**src/rss_pkg.sv**
```systemverilog
// Constants shared by the reset source and power-on sequencer.
// Assumes one 200 MHz system clock; the watchdog oscillator arrives as a pin.
package rss_pkg;

  // ****************************************************************
  // Clock and timing
  // ****************************************************************
  localparam int unsigned CLK_PERIOD_NS  = 5;
  // Power-on counter length in watchdog oscillator cycles
  localparam logic [6:0]  POR_OSC_CYCLES = 7'h42;
  localparam logic [6:0]  POR_CNT_LAST   = POR_OSC_CYCLES - 7'h01;
  // Oscillator settle counter length in system clock pulses
  localparam logic [4:0]  SETTLE_CYCLES  = 5'h10;
  localparam logic [4:0]  SETTLE_LAST    = SETTLE_CYCLES - 5'h01;

  // ****************************************************************
  // Reset values
  // ****************************************************************
  localparam logic [6:0]  POR_CNT_RESET    = 7'h00;
  localparam logic [4:0]  SETTLE_CNT_RESET = 5'h00;
  localparam logic        SYNC_LOW         = 1'b0;
  localparam logic        SYNC_HIGH        = 1'b1;

  // ****************************************************************
  // Reset cause codes
  // ****************************************************************
  localparam logic [2:0]  CAUSE_POR       = 3'h0;
  localparam logic [2:0]  CAUSE_WATCHDOG  = 3'h1;
  localparam logic [2:0]  CAUSE_PIN       = 3'h2;
  localparam logic [2:0]  CAUSE_DEBUGGER  = 3'h3;
  localparam logic [2:0]  CAUSE_DEBUG_PIN = 3'h4;

  typedef enum logic [2:0] {
    RSS_POR_HOLD,
    RSS_POR_COUNT,
    RSS_SETTLE,
    RSS_SRC_HOLD,
    RSS_RUN
  } rss_state_t;

endpackage

```
**src/rss_reset_sequencer.sv**
```systemverilog
// Reset source collector and power-on sequencer.
// Assumes mode, watchdog and debugger strobes come from logic on clk;
// supply monitor, reset pin, debug pin and watchdog oscillator are pins.
//
// What this block does
// - Watchdog time-out resets the system in normal/halt, only in reset mode.
// - External reset pin low resets the whole system in normal/halt.
// - Debugger control bit 0 write resets all but the debugger in normal/halt.
// - Power-on or brownout resets the whole system in normal/halt.
// - In stop mode, brownout or reset pin each give a full reset.
// - In stop mode, debug pin low gives a full system reset.
// - Reset is held while the supply monitor reports a low supply.
// - After supply is good, count 66 watchdog oscillator cycles.
// - Then count 16 system clock pulses for oscillator settling.
// - Power-on reset releases only after both counters have expired; other resets only after the settle count.
// - Leaving reset, the processor is told to fetch its reset vector.
// - After a power-on reset the power-on status flag reads 1.
`timescale 1ns/1ps
module rss_reset_sequencer
  import rss_pkg::*;
(
  input  wire logic       clk,
  input  wire logic       rst_n,
  input  wire logic       supplyLowPin,
  input  wire logic       resetPin_n,
  input  wire logic       debugPin,
  input  wire logic       wdtOscPin,
  input  wire logic       stopMode,
  input  wire logic       wdtTimeout,
  input  wire logic       wdtResetMode,
  input  wire logic       debuggerCtlReset,
  input  wire logic       porFlagClear,
  output logic            sysReset_n,
  output logic            debuggerReset_n,
  output logic            fetchResetVector,
  output logic            porFlag,
  output logic [2:0]      resetCause
);

  // ****************************************************************
  // Pin synchronisers
  // ****************************************************************
  logic supplyLowS;
  logic resetPinS_n;
  logic debugPinS;
  logic wdtOscS;

  rss_sync #(.RESET_VAL(SYNC_HIGH)) uSupply (
    .clk     (clk),
    .rst_n   (rst_n),
    .asyncIn (supplyLowPin),
    .syncOut (supplyLowS)
  );
  rss_sync #(.RESET_VAL(SYNC_HIGH)) uResetPin (
    .clk     (clk),
    .rst_n   (rst_n),
    .asyncIn (resetPin_n),
    .syncOut (resetPinS_n)
  );
  rss_sync #(.RESET_VAL(SYNC_HIGH)) uDebugPin (
    .clk     (clk),
    .rst_n   (rst_n),
    .asyncIn (debugPin),
    .syncOut (debugPinS)
  );
  rss_sync #(.RESET_VAL(SYNC_LOW)) uWdtOsc (
    .clk     (clk),
    .rst_n   (rst_n),
    .asyncIn (wdtOscPin),
    .syncOut (wdtOscS)
  );

  // ****************************************************************
  // Watchdog oscillator edge enable
  // ****************************************************************
  // The slow oscillator is sampled, so each rising edge becomes one enable
  logic wdtOscPrev_reg;
  logic wdtTick;

  always_ff @(posedge clk or negedge rst_n) begin
    if (!rst_n) begin
      wdtOscPrev_reg <= SYNC_LOW;
    end else begin
      wdtOscPrev_reg <= wdtOscS;
    end
  end

  assign wdtTick = wdtOscS & ~wdtOscPrev_reg;

  // ****************************************************************
  // Reset source qualification
  // ****************************************************************
  logic wdtReq;
  logic debuggerReq;
  logic pinHeld;
  logic debugPinHeld;
  logic warmReq;

  assign wdtReq       = !stopMode && wdtTimeout && wdtResetMode;
  assign debuggerReq  = !stopMode && debuggerCtlReset;
  assign pinHeld      = !resetPinS_n;
  assign debugPinHeld = stopMode && !debugPinS;
  assign warmReq      = wdtReq || debuggerReq || pinHeld || debugPinHeld;

  // ****************************************************************
  // Sequencer next state
  // ****************************************************************
  rss_state_t state_reg;
  rss_state_t state_next;
  logic [6:0] porCnt_reg;
  logic [6:0] porCnt_next;
  logic [4:0] settleCnt_reg;
  logic [4:0] settleCnt_next;
  logic       release_next;
  logic       debuggerHit_next;
  logic [2:0] cause_next;

  always_comb begin
    state_next       = state_reg;
    porCnt_next      = porCnt_reg;
    settleCnt_next   = settleCnt_reg;
    release_next     = 1'b0;
    debuggerHit_next = 1'b0;
    cause_next       = resetCause;
    if (supplyLowS) begin
      // Brownout overrides everything, in every mode
      state_next  = RSS_POR_HOLD;
      porCnt_next = POR_CNT_RESET;
      cause_next  = CAUSE_POR;
    end else begin
      unique case (state_reg)
        RSS_POR_HOLD: begin
          state_next  = RSS_POR_COUNT;
          porCnt_next = POR_CNT_RESET;
        end
        RSS_POR_COUNT: begin
          if (wdtTick) begin
            if (porCnt_reg == POR_CNT_LAST) begin
              state_next     = RSS_SETTLE;
              settleCnt_next = SETTLE_CNT_RESET;
            end else begin
              porCnt_next = porCnt_reg + 7'h01;
            end
          end
        end
        RSS_SETTLE: begin
          if (pinHeld || debugPinHeld) begin
            state_next = RSS_SRC_HOLD;
            // A level pin during a debugger reset widens it to a full reset
            if (resetCause == CAUSE_DEBUGGER) begin
              cause_next = pinHeld ? CAUSE_PIN : CAUSE_DEBUG_PIN;
            end
          end else if (settleCnt_reg == SETTLE_LAST) begin
            state_next   = RSS_RUN;
            release_next = 1'b1;
          end else begin
            settleCnt_next = settleCnt_reg + 5'h01;
          end
        end
        RSS_SRC_HOLD: begin
          // Level sources keep reset until the pin goes back high
          if (!(pinHeld || debugPinHeld)) begin
            state_next     = RSS_SETTLE;
            settleCnt_next = SETTLE_CNT_RESET;
          end else if (resetCause == CAUSE_DEBUGGER) begin
            cause_next = pinHeld ? CAUSE_PIN : CAUSE_DEBUG_PIN;
          end
        end
        RSS_RUN: begin
          if (warmReq) begin
            state_next = RSS_SRC_HOLD;
            if (pinHeld) begin
              cause_next = CAUSE_PIN;
            end else if (debugPinHeld) begin
              cause_next = CAUSE_DEBUG_PIN;
            end else if (wdtReq) begin
              cause_next = CAUSE_WATCHDOG;
            end else begin
              cause_next       = CAUSE_DEBUGGER;
              debuggerHit_next = 1'b1;
            end
          end
        end
      endcase
    end
  end

  // ****************************************************************
  // Sequencer state and counters
  // ****************************************************************
  always_ff @(posedge clk or negedge rst_n) begin
    if (!rst_n) begin
      state_reg     <= RSS_POR_HOLD;
      porCnt_reg    <= POR_CNT_RESET;
      settleCnt_reg <= SETTLE_CNT_RESET;
    end else begin
      state_reg     <= state_next;
      porCnt_reg    <= porCnt_next;
      settleCnt_reg <= settleCnt_next;
    end
  end

  // ****************************************************************
  // Reset outputs
  // ****************************************************************
  // Assertion is on the same edge as the request; release only leaves
  // the settle state, so every consumer sees one common release edge.
  always_ff @(posedge clk or negedge rst_n) begin
    if (!rst_n) begin
      sysReset_n      <= 1'b0;
      debuggerReset_n <= 1'b0;
    end else if (state_next != RSS_RUN) begin
      sysReset_n <= 1'b0;
      // A debugger-initiated reset leaves the debugger running
      if (!(debuggerHit_next || (debuggerReset_n && cause_next == CAUSE_DEBUGGER))) begin
        debuggerReset_n <= 1'b0;
      end
    end else begin
      sysReset_n      <= 1'b1;
      debuggerReset_n <= 1'b1;
    end
  end

  // One-cycle vector fetch strobe on the release edge
  always_ff @(posedge clk or negedge rst_n) begin
    if (!rst_n) begin
      fetchResetVector <= 1'b0;
    end else begin
      fetchResetVector <= release_next;
    end
  end

  always_ff @(posedge clk or negedge rst_n) begin
    if (!rst_n) begin
      resetCause <= CAUSE_POR;
    end else begin
      resetCause <= cause_next;
    end
  end

  // Power-on flag: setting on a power-on release beats a same-cycle clear
  always_ff @(posedge clk or negedge rst_n) begin
    if (!rst_n) begin
      porFlag <= 1'b0;
    end else if (release_next && cause_next == CAUSE_POR) begin
      porFlag <= 1'b1;
    end else if (porFlagClear) begin
      porFlag <= 1'b0;
    end
  end

  // ****************************************************************
  // Checks
  // ****************************************************************
  a_supply_low_hold: assert property (
    @(posedge clk) disable iff (!rst_n)
    supplyLowS |=> !sysReset_n && state_reg == RSS_POR_HOLD)
    else $error("Reset not held while supply is low");

  a_por_count_len: assert property (
    @(posedge clk) disable iff (!rst_n)
    (state_reg == RSS_POR_COUNT && !supplyLowS && wdtTick && porCnt_reg == 7'h41)
    |=> state_reg == RSS_SETTLE && settleCnt_reg == 5'h00)
    else $error("Power-on count did not end after 66 ticks");

  a_por_count_hold: assert property (
    @(posedge clk) disable iff (!rst_n)
    (state_reg == RSS_POR_COUNT && !supplyLowS && !wdtTick)
    |=> state_reg == RSS_POR_COUNT && $stable(porCnt_reg))
    else $error("Power-on counter moved without an oscillator edge");

  a_settle_release: assert property (
    @(posedge clk) disable iff (!rst_n)
    $rose(sysReset_n) |-> $past(state_reg) == RSS_SETTLE && $past(settleCnt_reg) == 5'h0f)
    else $error("Reset released before the settle count expired");

  a_vector_fetch: assert property (
    @(posedge clk) disable iff (!rst_n)
    $rose(sysReset_n) |-> fetchResetVector ##1 !fetchResetVector)
    else $error("Reset vector fetch strobe missing or too long");

  a_pin_reset: assert property (
    @(posedge clk) disable iff (!rst_n)
    !resetPinS_n |=> !sysReset_n)
    else $error("Reset pin did not hold the system in reset");

  a_pin_full_reset: assert property (
    @(posedge clk) disable iff (!rst_n)
    (!resetPinS_n || (stopMode && !debugPinS)) |=> !debuggerReset_n)
    else $error("Pin reset left the debugger running");

  a_wdt_reset: assert property (
    @(posedge clk) disable iff (!rst_n)
    (sysReset_n && !stopMode && wdtTimeout && wdtResetMode) |=> !sysReset_n && !debuggerReset_n)
    else $error("Watchdog time-out in reset mode did not reset");

  a_wdt_irq_only: assert property (
    @(posedge clk) disable iff (!rst_n)
    (sysReset_n && !supplyLowS && resetPinS_n && !debuggerCtlReset
     && (!stopMode || debugPinS) && !(wdtTimeout && wdtResetMode && !stopMode))
    |=> sysReset_n)
    else $error("Reset asserted with no qualifying source");

  a_debugger_keep: assert property (
    @(posedge clk) disable iff (!rst_n)
    (sysReset_n && !stopMode && debuggerCtlReset && !supplyLowS && resetPinS_n && !wdtTimeout)
    |=> !sysReset_n && debuggerReset_n)
    else $error("Debugger reset did not spare the debugger");

  a_debug_pin_stop: assert property (
    @(posedge clk) disable iff (!rst_n)
    (stopMode && !debugPinS) |=> !sysReset_n)
    else $error("Debug pin low in stop mode did not reset");

  a_por_flag_set: assert property (
    @(posedge clk) disable iff (!rst_n)
    ($rose(sysReset_n) && resetCause == CAUSE_POR) |-> porFlag)
    else $error("Power-on flag not set after power-on reset");

endmodule

```
**src/rss_sync.sv**
```systemverilog
// Two-flop synchroniser for one level arriving from outside the clock domain.
// Assumes the input is a slow level; only the second flop is visible.
`timescale 1ns/1ps
module rss_sync #(
  parameter logic RESET_VAL = 1'b0
) (
  input  wire logic clk,
  input  wire logic rst_n,
  input  wire logic asyncIn,
  output logic      syncOut
);

  logic meta_reg;

  always_ff @(posedge clk or negedge rst_n) begin
    if (!rst_n) begin
      meta_reg <= RESET_VAL;
      syncOut  <= RESET_VAL;
    end else begin
      meta_reg <= asyncIn;
      syncOut  <= meta_reg;
    end
  end

endmodule

```
**config.mk**
```make
export PLATFORM = sky130hd
export DESIGN_NAME = rss_reset_sequencer
export DESIGN_NICKNAME = d
export VERILOG_FILES = /design/src/rss_pkg.sv /design/src/rss_reset_sequencer.sv /design/src/rss_sync.sv
export SDC_FILE = /design/constraint.sdc
export NUM_CORES = 1
export LEC_CHECK = 0
export BUFFER_PORTS_ARGS = -buffer_cell sky130_fd_sc_hd__buf_4
export CORE_MARGIN = 2
export CORE_UTILIZATION = 60
export CTS_CLUSTER_SIZE = 10
export DETAILED_ROUTE_END_ITERATION = 7
export PLACE_DENSITY = 0.9
export SYNTH_ARGS = -nofsm -noshare
export SYNTH_HDL_FRONTEND = slang
export SYNTH_SLANG_ARGS = --single-unit
```
**constraint.sdc**
```tcl
create_clock -name clk -period 7 [get_ports clk]
set_clock_uncertainty 0.1 [all_clocks]
set_input_delay 0.7 -clock clk [delete_from_list [all_inputs] [get_ports clk]]
set_output_delay 0.7 -clock clk [all_outputs]
set_load 0.005 [all_outputs]
```
======== Word level (Yosys, flattened, before mapping) ========
Index checks and enable logic that the tools add are counted.
word-level totals
  register bits ........................... 31
  input port bits ......................... 11
  word-level logic and storage cells ...... 103
cells by class
  add/subtract/negate cells ............... 2
  equal/unequal tests ..................... 17
  muxes and demuxes ....................... 42
  bitwise operators ....................... 3
  reductions and logical operators ........ 22
operators with widths
  cell                 number
  $mux 3               14
  $mux 5               5
  $mux 7               3
  $mux 1               15
  $pmux 3 s5           1
  $pmux 5 s3           1
  $pmux 7 s2           1
  $eq 3x2->1 const B   4
  $ne 2x2->1 const B   6
  $add 7x1->7 const B  1
  $eq 7x7->1 const B   1
  $reduce_and 7->1     1
  $logic_and 1x1->1    6
  $logic_not 3->1      2
  $ne 3x2->1 const B   2
  $pmux 3 s2           1
  $reduce_bool 3->1    2
  $add 5x1->5 const B  1
  $eq 5x4->1 const B   1
  $logic_or 1x1->1     5
  $eq 3x1->1 const B   1
  $eq 3x3->1 const B   1
  $logic_not 1->1      3
  $ne 3x3->1 const B   1
  other kinds (6)      7

======== Depth between registers and ports, before layout ========
Gate-level depths: netlist of run 1.
  word-level depth ........................ 14
  mapped depth ............................ 9
  gate-level depth less buffers ........... 8

======== Hierarchy ========
Synthesis of run 1 repeated with hierarchy kept, for this count alone.
unflattened totals
  cell total of the unflattened synthesis .. 158
  area, all modules ....................... 1555.2 µm²
modules (own cells, without submodules)
  module                    times used  cells each  area an instance (µm²)
  rss_reset_sequencer       1           150         1347.5
  rss_sync (uDebugPin ...)  3           2           52.6
  rss_sync (uWdtOsc)        1           2           50.0

======== Least setup slack after synthesis of run 1 ========
Ideal clock, no wire load.
  path type ............................... reg-to-reg
  from .................................... register settleCnt_reg[0]
  to ...................................... register settleCnt_reg[3]
  setup time .............................. 69 ps
  data arrival time ....................... 2097 ps
  path slack .............................. 4734 ps
  stages on the path, launching flop included .. 10
  path buffers ............................ 1
  period minus slack after synthesis ...... 2266 ps
  path through ............................ dfrtp_1 > ha_1 > and3_1 > ha_1 > and2b_1 > o21ai_0 > a221o_1 > buf_6 > or4_1 > nand3_1
between the ends
  cells in the longest elaborated chain, start to end .. 4
ends and longest elaborated chain
  element                 RTL line                    RTL
  start, declared         rss_reset_sequencer.sv:112  logic [4:0] settleCnt_reg;
  start signal, assigned  rss_reset_sequencer.sv:199  settleCnt_reg <= settleCnt_next;
  $add 5x1->5             rss_reset_sequencer.sv:157  settleCnt_next = settleCnt_reg + 5'h01;
  $mux 5                  rss_reset_sequencer.sv:153  end else if (settleCnt_reg == SETTLE_LAST) begin
  $mux 5                  rss_reset_sequencer.sv:147  if (pinHeld || debugPinHeld) begin
  $pmux 5 s3              rss_reset_sequencer.sv:131  unique case (state_reg)
Several ways; a longest one is shown, not always the timed one. The select of a mux whose other input is x is not followed.
A chain may end at the register's enable or synchronous reset.

======== Final worst setup path of run 1 ========
Ends and elaborated chain as after synthesis.

==> impl_metrics.sql, run 1 <==
INSERT INTO impl_metrics (metric_group, metric, value, unit) VALUES
('logic_synthesis', 'mappedNetlistArea', '1520', 'um2'),
('cells_and_area', 'final_core_util', '71.5', '%'),
('critical_path', 'timing.critical_path.arrival', '2.61', 'ns'),
('placed_design', 'port-buffer-count', '17', ''),
('cells_and_area', 'largest_register_ffs', '7', ''),
('pwr', 'cell_internal_power', '275', 'uW'),
('logic_synthesis', 'synth.ff_latch_count', '31', ''),
('global_route', 'globalRouteTotalUtil', '23.1', '%'),
('route', 'avgViaCountPerCell', '5.91', ''),
('pwr', 'total_switching_power', '70.0', 'uW'),
('global_route', 'grt_first_pass_wirelength', '4770', 'um'),
('logic_synthesis', 'yosys.cell_count.top_type', 'dfrtp_1', ''),
('critical_path', 'crit_path_launch_type', 'register', ''),
('route', 'drt_drc_violations_left', '0', ''),
('floorplan', 'floorplan.die.height', '54.4', 'um'),
('pwr', 'p_leak', '0.792', 'nW'),
('cts', 'cts.sinks', '31', ''),
('timing', 'layout_worst_path_cycle_share', '34.9', '%'),
('cts', 'cts-hold-fix-buffers', '0', ''),
('route', 'first_pass_iteration_count_of_the_detailed_router', '4', ''),
('pwr', 'power_frac_comb', '4.7', '%'),
('logic_synthesis', 'synth.yosys.warnings', '0', ''),
('cells_and_area', 'insertedDiodeCount', '0', ''),
('logic_synthesis', 'yosys-top-cells-count', '25 x dfrtp_1, 15 x nand2_1, 14 x o21ai_0', ''),
('status', 'status', 'finished, final reports clean', ''),
('route', 'drt-wirelength-per-cell', '13.9', 'um'),
('logic_synthesis', 'synthDominantCellAreaShare', '41.1', '%'),
('timing', 'rsz0062_at_grt', 'false', ''),
('cells_and_area', 'finalNonFillerCells', '203', ''),
('cts', 'clk-insertion-delay-late', '0.32', 'ns'),
('timing', 'timing.final.hold_violations', '0', ''),
('cts', 'cts_max_level', '2', ''),
('placed_design', 'dp.final_hpwl', '2060', 'um'),
('logic_synthesis', 'synth_seq_area_share', '51.5', '%'),
('floorplan', 'io-pin-count', '18', ''),
('timing', 'finalWorstSetupSlack', '4.56', 'ns'),
('cts', 'clockBufferDepth', '2', ''),
('timing', 'finalSetupViolCount', '0', ''),
('placed_design', 'final_replace_weighted_congestion', '0.791', ''),
('pwr', 'clockPowerShare', '41.0', '%'),
('run', 'max_cap_violations', '0', ''),
('route', 'dr_total_vias', '1199', ''),
('floorplan', 'die_w', '54.4', 'um'),
('critical_path', 'cp-end-kind', 'register', ''),
('global_route', 'globalRouteOverflowTotal', '0', ''),
('critical_path', 'critPathRequiredTime', '7.16', 'ns'),
('global_route', 'grt_max_degree', '32', ''),
('logic_synthesis', 'post_synth_num_cell_types', '44', ''),
('global_route', 'number_of_global_route_vias_before_repair', '1124', ''),
('cts', 'cts-buffers-inserted', '5', ''),
('cells_and_area', 'finish.instance_area', '1740', 'um2'),
('route', 'drt_iter0_drc', '35', ''),
('critical_path', 'crit_fanout', '10', ''),
('logic_synthesis', 'synthesis.nets', '168', ''),
('cts', 'cts_resized', '0', ''),
('placed_design', 'place_ws', '4.59', 'ns'),
('critical_path', 'worst-setup-path-type', 'reg2reg', ''),
('logic_synthesis', 'yosys-top-cells-area', 'dfrtp_1 41%, dfstp_2 10%, o21ai_0 4.6%', ''),
('floorplan', 'design.die.area', '2950', 'um2'),
('global_route', 'antenna_found_initial', '0', ''),
('floorplan', 'placeableCoreArea', '2430', 'um2'),
('timing', 'fmax', '0.410', 'GHz'),
('cts', 'cts.repair_timing.setup_buffer_count', '0', ''),
('logic_synthesis', 'synth_top_area_cell', 'dfrtp_1', ''),
('timing', 'holdWs', '0.183', 'ns'),
('hold_path', 'holdCritPathClass', 'in2async', ''),
('timing', 'timing_max_transition_violations_final', '0', ''),
('cts', 'cts_tree', 'built', ''),
('logic_synthesis', 'postSynthAreaPerCell', '9.94', 'um2'),
('cts', 'worst_setup_hold_path_clk_slew', '0.09', 'ns'),
('placed_design', 'place_area', '1650', 'um2');
[logic make-up after synthesis]
kind of cell	share of synthesized area, %
simple gates	23.9
fa+ha+maj	3.29
compound gates	15.4
xor+xnor	2.30
flops	51.5
buf+inv	3.70
[power by group through the flow]
stage	Clock, mW	Sequential [mW]	Combinational, mW
6_report	0.141	0.187	0.0162
5_1_grt	0.154	0.188	0.0185
4_1_cts	0.146	0.187	0.0163
3_5_place_dp	0	0.191	0.0162
3_3_place_gp	0	0.190	0.0154
2_1_floorplan	0	0.189	0.00820
[final timing paths]
check,slack (ns),startpoint,end,cells past startpoint
max in group asynchronous,6.29,rst_n,uDebugPin.meta_reg,1
setup / recovery,4.56,settleCnt_reg[0],settleCnt_reg[3],8
setup reg to reg,4.56,settleCnt_reg[0],settleCnt_reg[3],8
hold reg to reg,0.25,uDebugPin.meta_reg,uDebugPin.syncOut,0
min in group clk,0.25,uDebugPin.meta_reg,uDebugPin.syncOut,0
hold / removal,0.18,rst_n,fetchResetVector,1
[cell usage in the layout, fill, tap and decap left out, types with 6 or more instances in the layout]
cell and n:
nand2_1 15, nand3_1 12, dfrtp_1 25, dfstp_2 6, nor3_1 6, inv_1 6
o21ai_0 14, a21oi_1 7, buf_4 17, nor2_1 11
[layout make-up]
cell class / instances / area (um2)
Sequential cell: 31 / 783
Fill cell: 170 / 693
Multi-Input combinational cell: 111 / 682
Timing Repair Buffer: 17 / 128
Clock buffer: 6 / 51.3
Tap cell: 30 / 37.5
Clock inverter: 2 / 35.0
Inverter: 6 / 22.5
[metal layers]
metal	wire, um	track usage (%)	up-vias
li1	-	-	584
met1	1300	31.7	572
met2	1330	33.5	37
met3	150	8.47	6
met4	38	8.33	0
met5	0	0	-
[critical path: stages, from the launching register on]
cell and delay, ns:
dfrtp_1 0.43, ha_1 0.25, and3_1 0.16, ha_1 0.21, and2b_1 0.20, o21ai_0 0.07
a221o_1 0.38, or4_1 0.50, nand3_1 0.09
No activity file was read; power rests on OpenSTA's default activity.
==> run 2, diff against run 1 <==
--- a/config.mk
+++ b/config.mk
@@ -5,12 +5,13 @@
 export SDC_FILE = /design/constraint.sdc
 export NUM_CORES = 1
 export LEC_CHECK = 0
+export ABC_AREA = 1
 export BUFFER_PORTS_ARGS = -buffer_cell sky130_fd_sc_hd__buf_4
 export CORE_MARGIN = 2
-export CORE_UTILIZATION = 60
+export CORE_UTILIZATION = 51
 export CTS_CLUSTER_SIZE = 10
 export DETAILED_ROUTE_END_ITERATION = 7
-export PLACE_DENSITY = 0.9
+export PLACE_DENSITY = 0.82
 export SYNTH_ARGS = -nofsm -noshare
 export SYNTH_HDL_FRONTEND = slang
 export SYNTH_SLANG_ARGS = --single-unit
==> constraint.sdc (replaced) <==
create_clock -name clk -period 2 [get_ports clk]
set_clock_uncertainty 0.1 [all_clocks]
set_input_delay 0.2 -clock clk [delete_from_list [all_inputs] [get_ports clk]]
set_output_delay 0.2 -clock clk [all_outputs]
set_load 0.005 [all_outputs]
==> run 2 against run 1 <==
- wire length shrank 7.8%
- power grew to 3.4 times the previous value
- critical path depth grew 3
- final cell count grew 19%
- worst setup slack lost 4.4 ns
- clock-buffer cell count shrank 1
- via count grew 0.67%
- combinational power grew to 8.2 times the previous value
- clock power grew to 2.6 times the previous value
- sequential power grew to 3.7 times the previous value
- register-to-register slack lost 4.4 ns
==> impl_metrics.sql, run 2 <==
INSERT INTO impl_metrics (metric_group, metric, value, unit) VALUES
('critical_path', 'crit_start', 'settleCnt_reg[0]', ''),
('timing', 'timing_max_transition_violations_final', '0', ''),
('cts', 'clk-insertion-delay-late', '0.32', 'ns'),
('route', 'drt_drc_violations_left', '0', ''),
('cts', 'clockBufferDepth', '2', ''),
('route', 'first_pass_iteration_count_of_the_detailed_router', '4', ''),
('critical_path', 'worst_path_largest_cell_delay', '0.41', 'ns'),
('critical_path', 'critPathSlowestCell', 'dfrtp_1', ''),
('cells_and_area', 'area.growth.synth_to_final', '19.4', '%'),
('cells_and_area', 'drive_above_1_share', '28.2', '%'),
('floorplan', 'die_w', '59.2', 'um'),
('route', 'avgViaCountPerCell', '4.99', ''),
('pwr', 'p_leak', '0.965', 'nW'),
('pwr', 'clockPowerShare', '30.7', '%'),
('floorplan', 'placeableCoreArea', '2980', 'um2'),
('logic_synthesis', 'synthCells', '177', ''),
('logic_synthesis', 'share_of_synthesized_cell_area_in_full_adder_half_adder_and_majority_cells', '3.22', '%'),
('global_route', 'grt_max_degree', '32', ''),
('cts', 'worst_setup_hold_path_clk_slew', '0.11', 'ns'),
('global_route', 'number_of_global_route_vias_before_repair', '1139', ''),
('logic_synthesis', 'synth_top_area_cell', 'dfrtp_1', ''),
('logic_synthesis', 'dominant_combinational_cell_family_by_area_after_synthesis', 'simple AND/OR/NAND/NOR gates', ''),
('logic_synthesis', 'synth.ff_latch_count', '31', ''),
('timing', 'fin_setup_tns', '0', 'ns'),
('timing', 'post-route-min-period', '1.82', 'ns'),
('logic_synthesis', 'synthDominantCellAreaShare', '40.2', '%'),
('logic_synthesis', 'synth_ff_type', 'dfrtp_1', ''),
('critical_path', 'cp-end-kind', 'register', ''),
('global_route', 'globalRouteTotalUtil', '17.5', '%'),
('logic_synthesis', 'yosys-top-cells-count', '32 x nand2_1, 26 x inv_1, 25 x dfrtp_1', ''),
('cells_and_area', 'largest_register_ffs', '7', ''),
('placed_design', 'dp.final_hpwl', '1930', 'um'),
('critical_path', 'crit_path_launch_type', 'register', ''),
('logic_synthesis', 'synth.yosys.warnings', '0', ''),
('logic_synthesis', 'yosys-top-cells-area', 'dfrtp_1 40%, dfstp_2 10%, nand2_1 7.7%', ''),
('floorplan', 'initial_utilization', '52.3', '%'),
('cells_and_area', 'multi_input_logic_area', '649', 'um2'),
('logic_synthesis', 'yosys.cell_count.top_type', 'nand2_1', ''),
('pwr', 'power_frac_comb', '11.2', '%'),
('critical_path', 'timing.critical_path.arrival', '1.96', 'ns'),
('pwr', 'total_switching_power', '324', 'uW'),
('placed_design', 'port-buffer-count', '17', ''),
('logic_synthesis', 'synth_compound_gate_area_share', '9.49', '%'),
('route', 'drt_iter0_drc', '26', ''),
('critical_path', 'critPathRequiredTime', '2.14', 'ns'),
('route', 'drt-wirelength-per-cell', '10.7', 'um'),
('critical_path', 'worstReg2RegStart', 'settleCnt_reg[0]', ''),
('logic_synthesis', 'synth_seq_area_share', '50.3', '%'),
('logic_synthesis', 'postSynthAreaPerCell', '8.79', 'um2'),
('timing', 'fmax', '0.550', 'GHz'),
('logic_synthesis', 'post_synth_num_cell_types', '29', ''),
('logic_synthesis', 'mappedNetlistArea', '1560', 'um2'),
('timing', 'timing.max_slew.rel_slack', '74.6', '%'),
('cells_and_area', 'final_common_cell', 'nand2_1', ''),
('logic_synthesis', 'simple_gate_fraction_of_synth_area', '26.5', '%'),
('hold_path', 'worstHoldStart', 'stopMode', ''),
('cts', 'cts.sinks', '31', ''),
('cts', 'cts-buffers-inserted', '5', ''),
('pwr', 'cell_internal_power', '858', 'uW'),
('hold_path', 'holdCritPathClass', 'in2reg', ''),
('logic_synthesis', 'async_flop_share', '100', '%'),
('cts', 'cts_max_level', '2', ''),
('timing', 'layout_worst_path_cycle_share', '90.9', '%'),
('placed_design', 'place_ws', '0.127', 'ns'),
('cts', 'cts.root.buffer_cell', 'clkbuf_4', ''),
('cells_and_area', 'final_core_util', '62.4', '%'),
('floorplan', 'design.die.area', '3510', 'um2'),
('cells_and_area', 'layout.cells.most_common_list', '32 x nand2_1, 26 x inv_1, 25 x dfrtp_1, 18 x buf_4, 16 x nor2_1', ''),
('run', 'max_cap_violations', '0', ''),
('global_route', 'grt_first_pass_wirelength', '4630', 'um'),
('logic_synthesis', 'synthXorXnorAreaFrac', '1.69', '%'),
('pwr', 'cellPowerDensity', '636', 'nW/um2'),
('critical_path', 'worst-setup-path-type', 'reg2reg', ''),
('cells_and_area', 'area.sequential', '783', 'um2'),
('logic_synthesis', 'synth_enable_flop_cells', '0', ''),
('critical_path', 'worst_path_most_repeated_cell', 'nand2_2', ''),
('route', 'drtAntennaViolNets', '0', ''),
('floorplan', 'io-pin-count', '18', ''),
('placed_design', 'final_replace_weighted_congestion', '0.821', ''),
('global_route', 'antenna_found_initial', '0', ''),
('pwr', 'p_seq_share', '58.1', '%'),
('global_route', 'globalRouteOverflowTotal', '0', ''),
('route', 'dr_total_vias', '1207', ''),
('timing', 'rsz0062_at_grt', 'false', ''),
('timing', 'finalSetupViolCount', '0', ''),
('cells_and_area', 'insertedDiodeCount', '0', ''),
('cells_and_area', 'layout.nets', '223', ''),
('logic_synthesis', 'post_synthesis_mux_area_share', '0.643', '%'),
('pwr', 'vdd_drop_max', '0.000429', 'V'),
('cells_and_area', 'filler_cell_count', '261', ''),
('cts', 'cts_tree', 'built', ''),
('route', 'finalWirelength', '2590', 'um'),
('status', 'status', 'finished, final reports clean', ''),
('critical_path', 'cells_along_the_critical_path', 'ha_1, nand2_1, nor2_1, ha_2, o21ai_2, nand3_1, a21oi_2, nand2_2, clkinv_2, nand2_2, mux2i_1', ''),
('timing', 'timing.final.hold_violations', '0', ''),
('timing', 'max_slew.worst_pin.slew', '0.381', 'ns'),
('floorplan', 'floorplan.die.height', '59.2', 'um'),
('timing', 'finalWorstSetupSlack', '0.182', 'ns'),
('logic_synthesis', 'synthesis.nets', '192', ''),
('floorplan', 'placementRows', '20', ''),
('critical_path', 'crit_fanout', '6', ''),
('pwr', 'switching_share', '27.4', '%');
-- run 2: cell types whose count changed in the layout (fill, tap and decap cells not counted), moves of 4 or more --
cell	change
dlygate4sd3_1	+6
inv_1	+20
inv_2	+4
nand2_1	+17
nand2_2	+6
nor2_1	+5
o21ai_0	-9
-- run 2: layout make-up --
cell class | count | share of cell area (%)
timing repair buffer | 24 | 10.5
sequential | 31 | 42.2
tap | 33 | 2.22
inverter | 33 | 6.80
clock buffer | 5 | 2.02
clock inverter | 3 | 1.35
multi-input combinational | 113 | 34.9
-- run 2: worst paths after layout --
kind / cells after the start / slack (ns) / to
worst max-delay path: 11 / 0.18 / settleCnt_reg[0]
worst min-delay path: 4 / 0.14 / fetchResetVector
worst max register to register: 11 / 0.18 / settleCnt_reg[0]
worst min register to register: 0 / 0.26 / uDebugPin.syncOut
max in group asynchronous: 2 / 1.26 / uSupply.syncOut
min in group asynchronous: 2 / 0.23 / resetCause[2]
-- run 2: logic make-up (layout without fill, tap and decap cells) --
family / after synthesis / in the layout
xor gates and xnor gates: 3 / 3
muxes: 1 / 1
adders and majority gates: 4 / 4
AOI/OAI and AO/OA: 22 / 22
buffers and inverters: 33 / 65
DFF: 31 / 31
and+or+nand+nor: 83 / 83
-- run 2: metrics by stage --
step / cell area (um2) / total power [mW] / hold WS (ns) / instances
4_1_cts: 1850 / 1.20 / 0.131 / 241
5_1_grt: 1860 / 1.24 / 0.146 / 242
2_1_floorplan: 1560 / 0.776 / -0.196 / 177
3_5_place_dp: 1730 / 0.824 / 0.0501 / 227
6_report: 1860 / 1.18 / 0.135 / 242
3_3_place_gp: 1730 / 0.819 / 0.0460 / 227
-- run 2: critical path: cells and delay by family, from the launching register on --
family	cells	cell delay, ns
AND/OR/NAND/NOR	5	0.37
adder cells (fa/ha/maj)	2	0.40
AO/OA/AOI/OAI	2	0.27
buffers and inverters	1	0.09
flip-flops	1	0.41
multiplexers	1	0.12
-- run 2: power groups by stage --
| stage | Combinational (mW) | Sequential, mW | Clock, mW |
|---|---|---|---|
| after floorplan | 0.0841 | 0.692 | 0 |
| after global placement | 0.123 | 0.697 | 0 |
| after detailed placement | 0.126 | 0.698 | 0 |
| after CTS | 0.135 | 0.686 | 0.375 |
| after global routing | 0.154 | 0.691 | 0.396 |
| final | 0.133 | 0.687 | 0.362 |
-- run 2: routing by layer --
layer	up-vias	global-route usage, %	wire, um
met5	-	0	0
li1	622	-	-
met1	564	22.6	1240
met4	0	7.14	21
met3	2	4.15	90
met2	19	28.3	1240
-- run 2: timing repair --
action	4_1_cts	5_1_grt
setup buffers	0	1
resized for setup	0	1
endpoints found under the setup margin	0	1
hold buffers	6	0
hold endpoints to repair	36	0
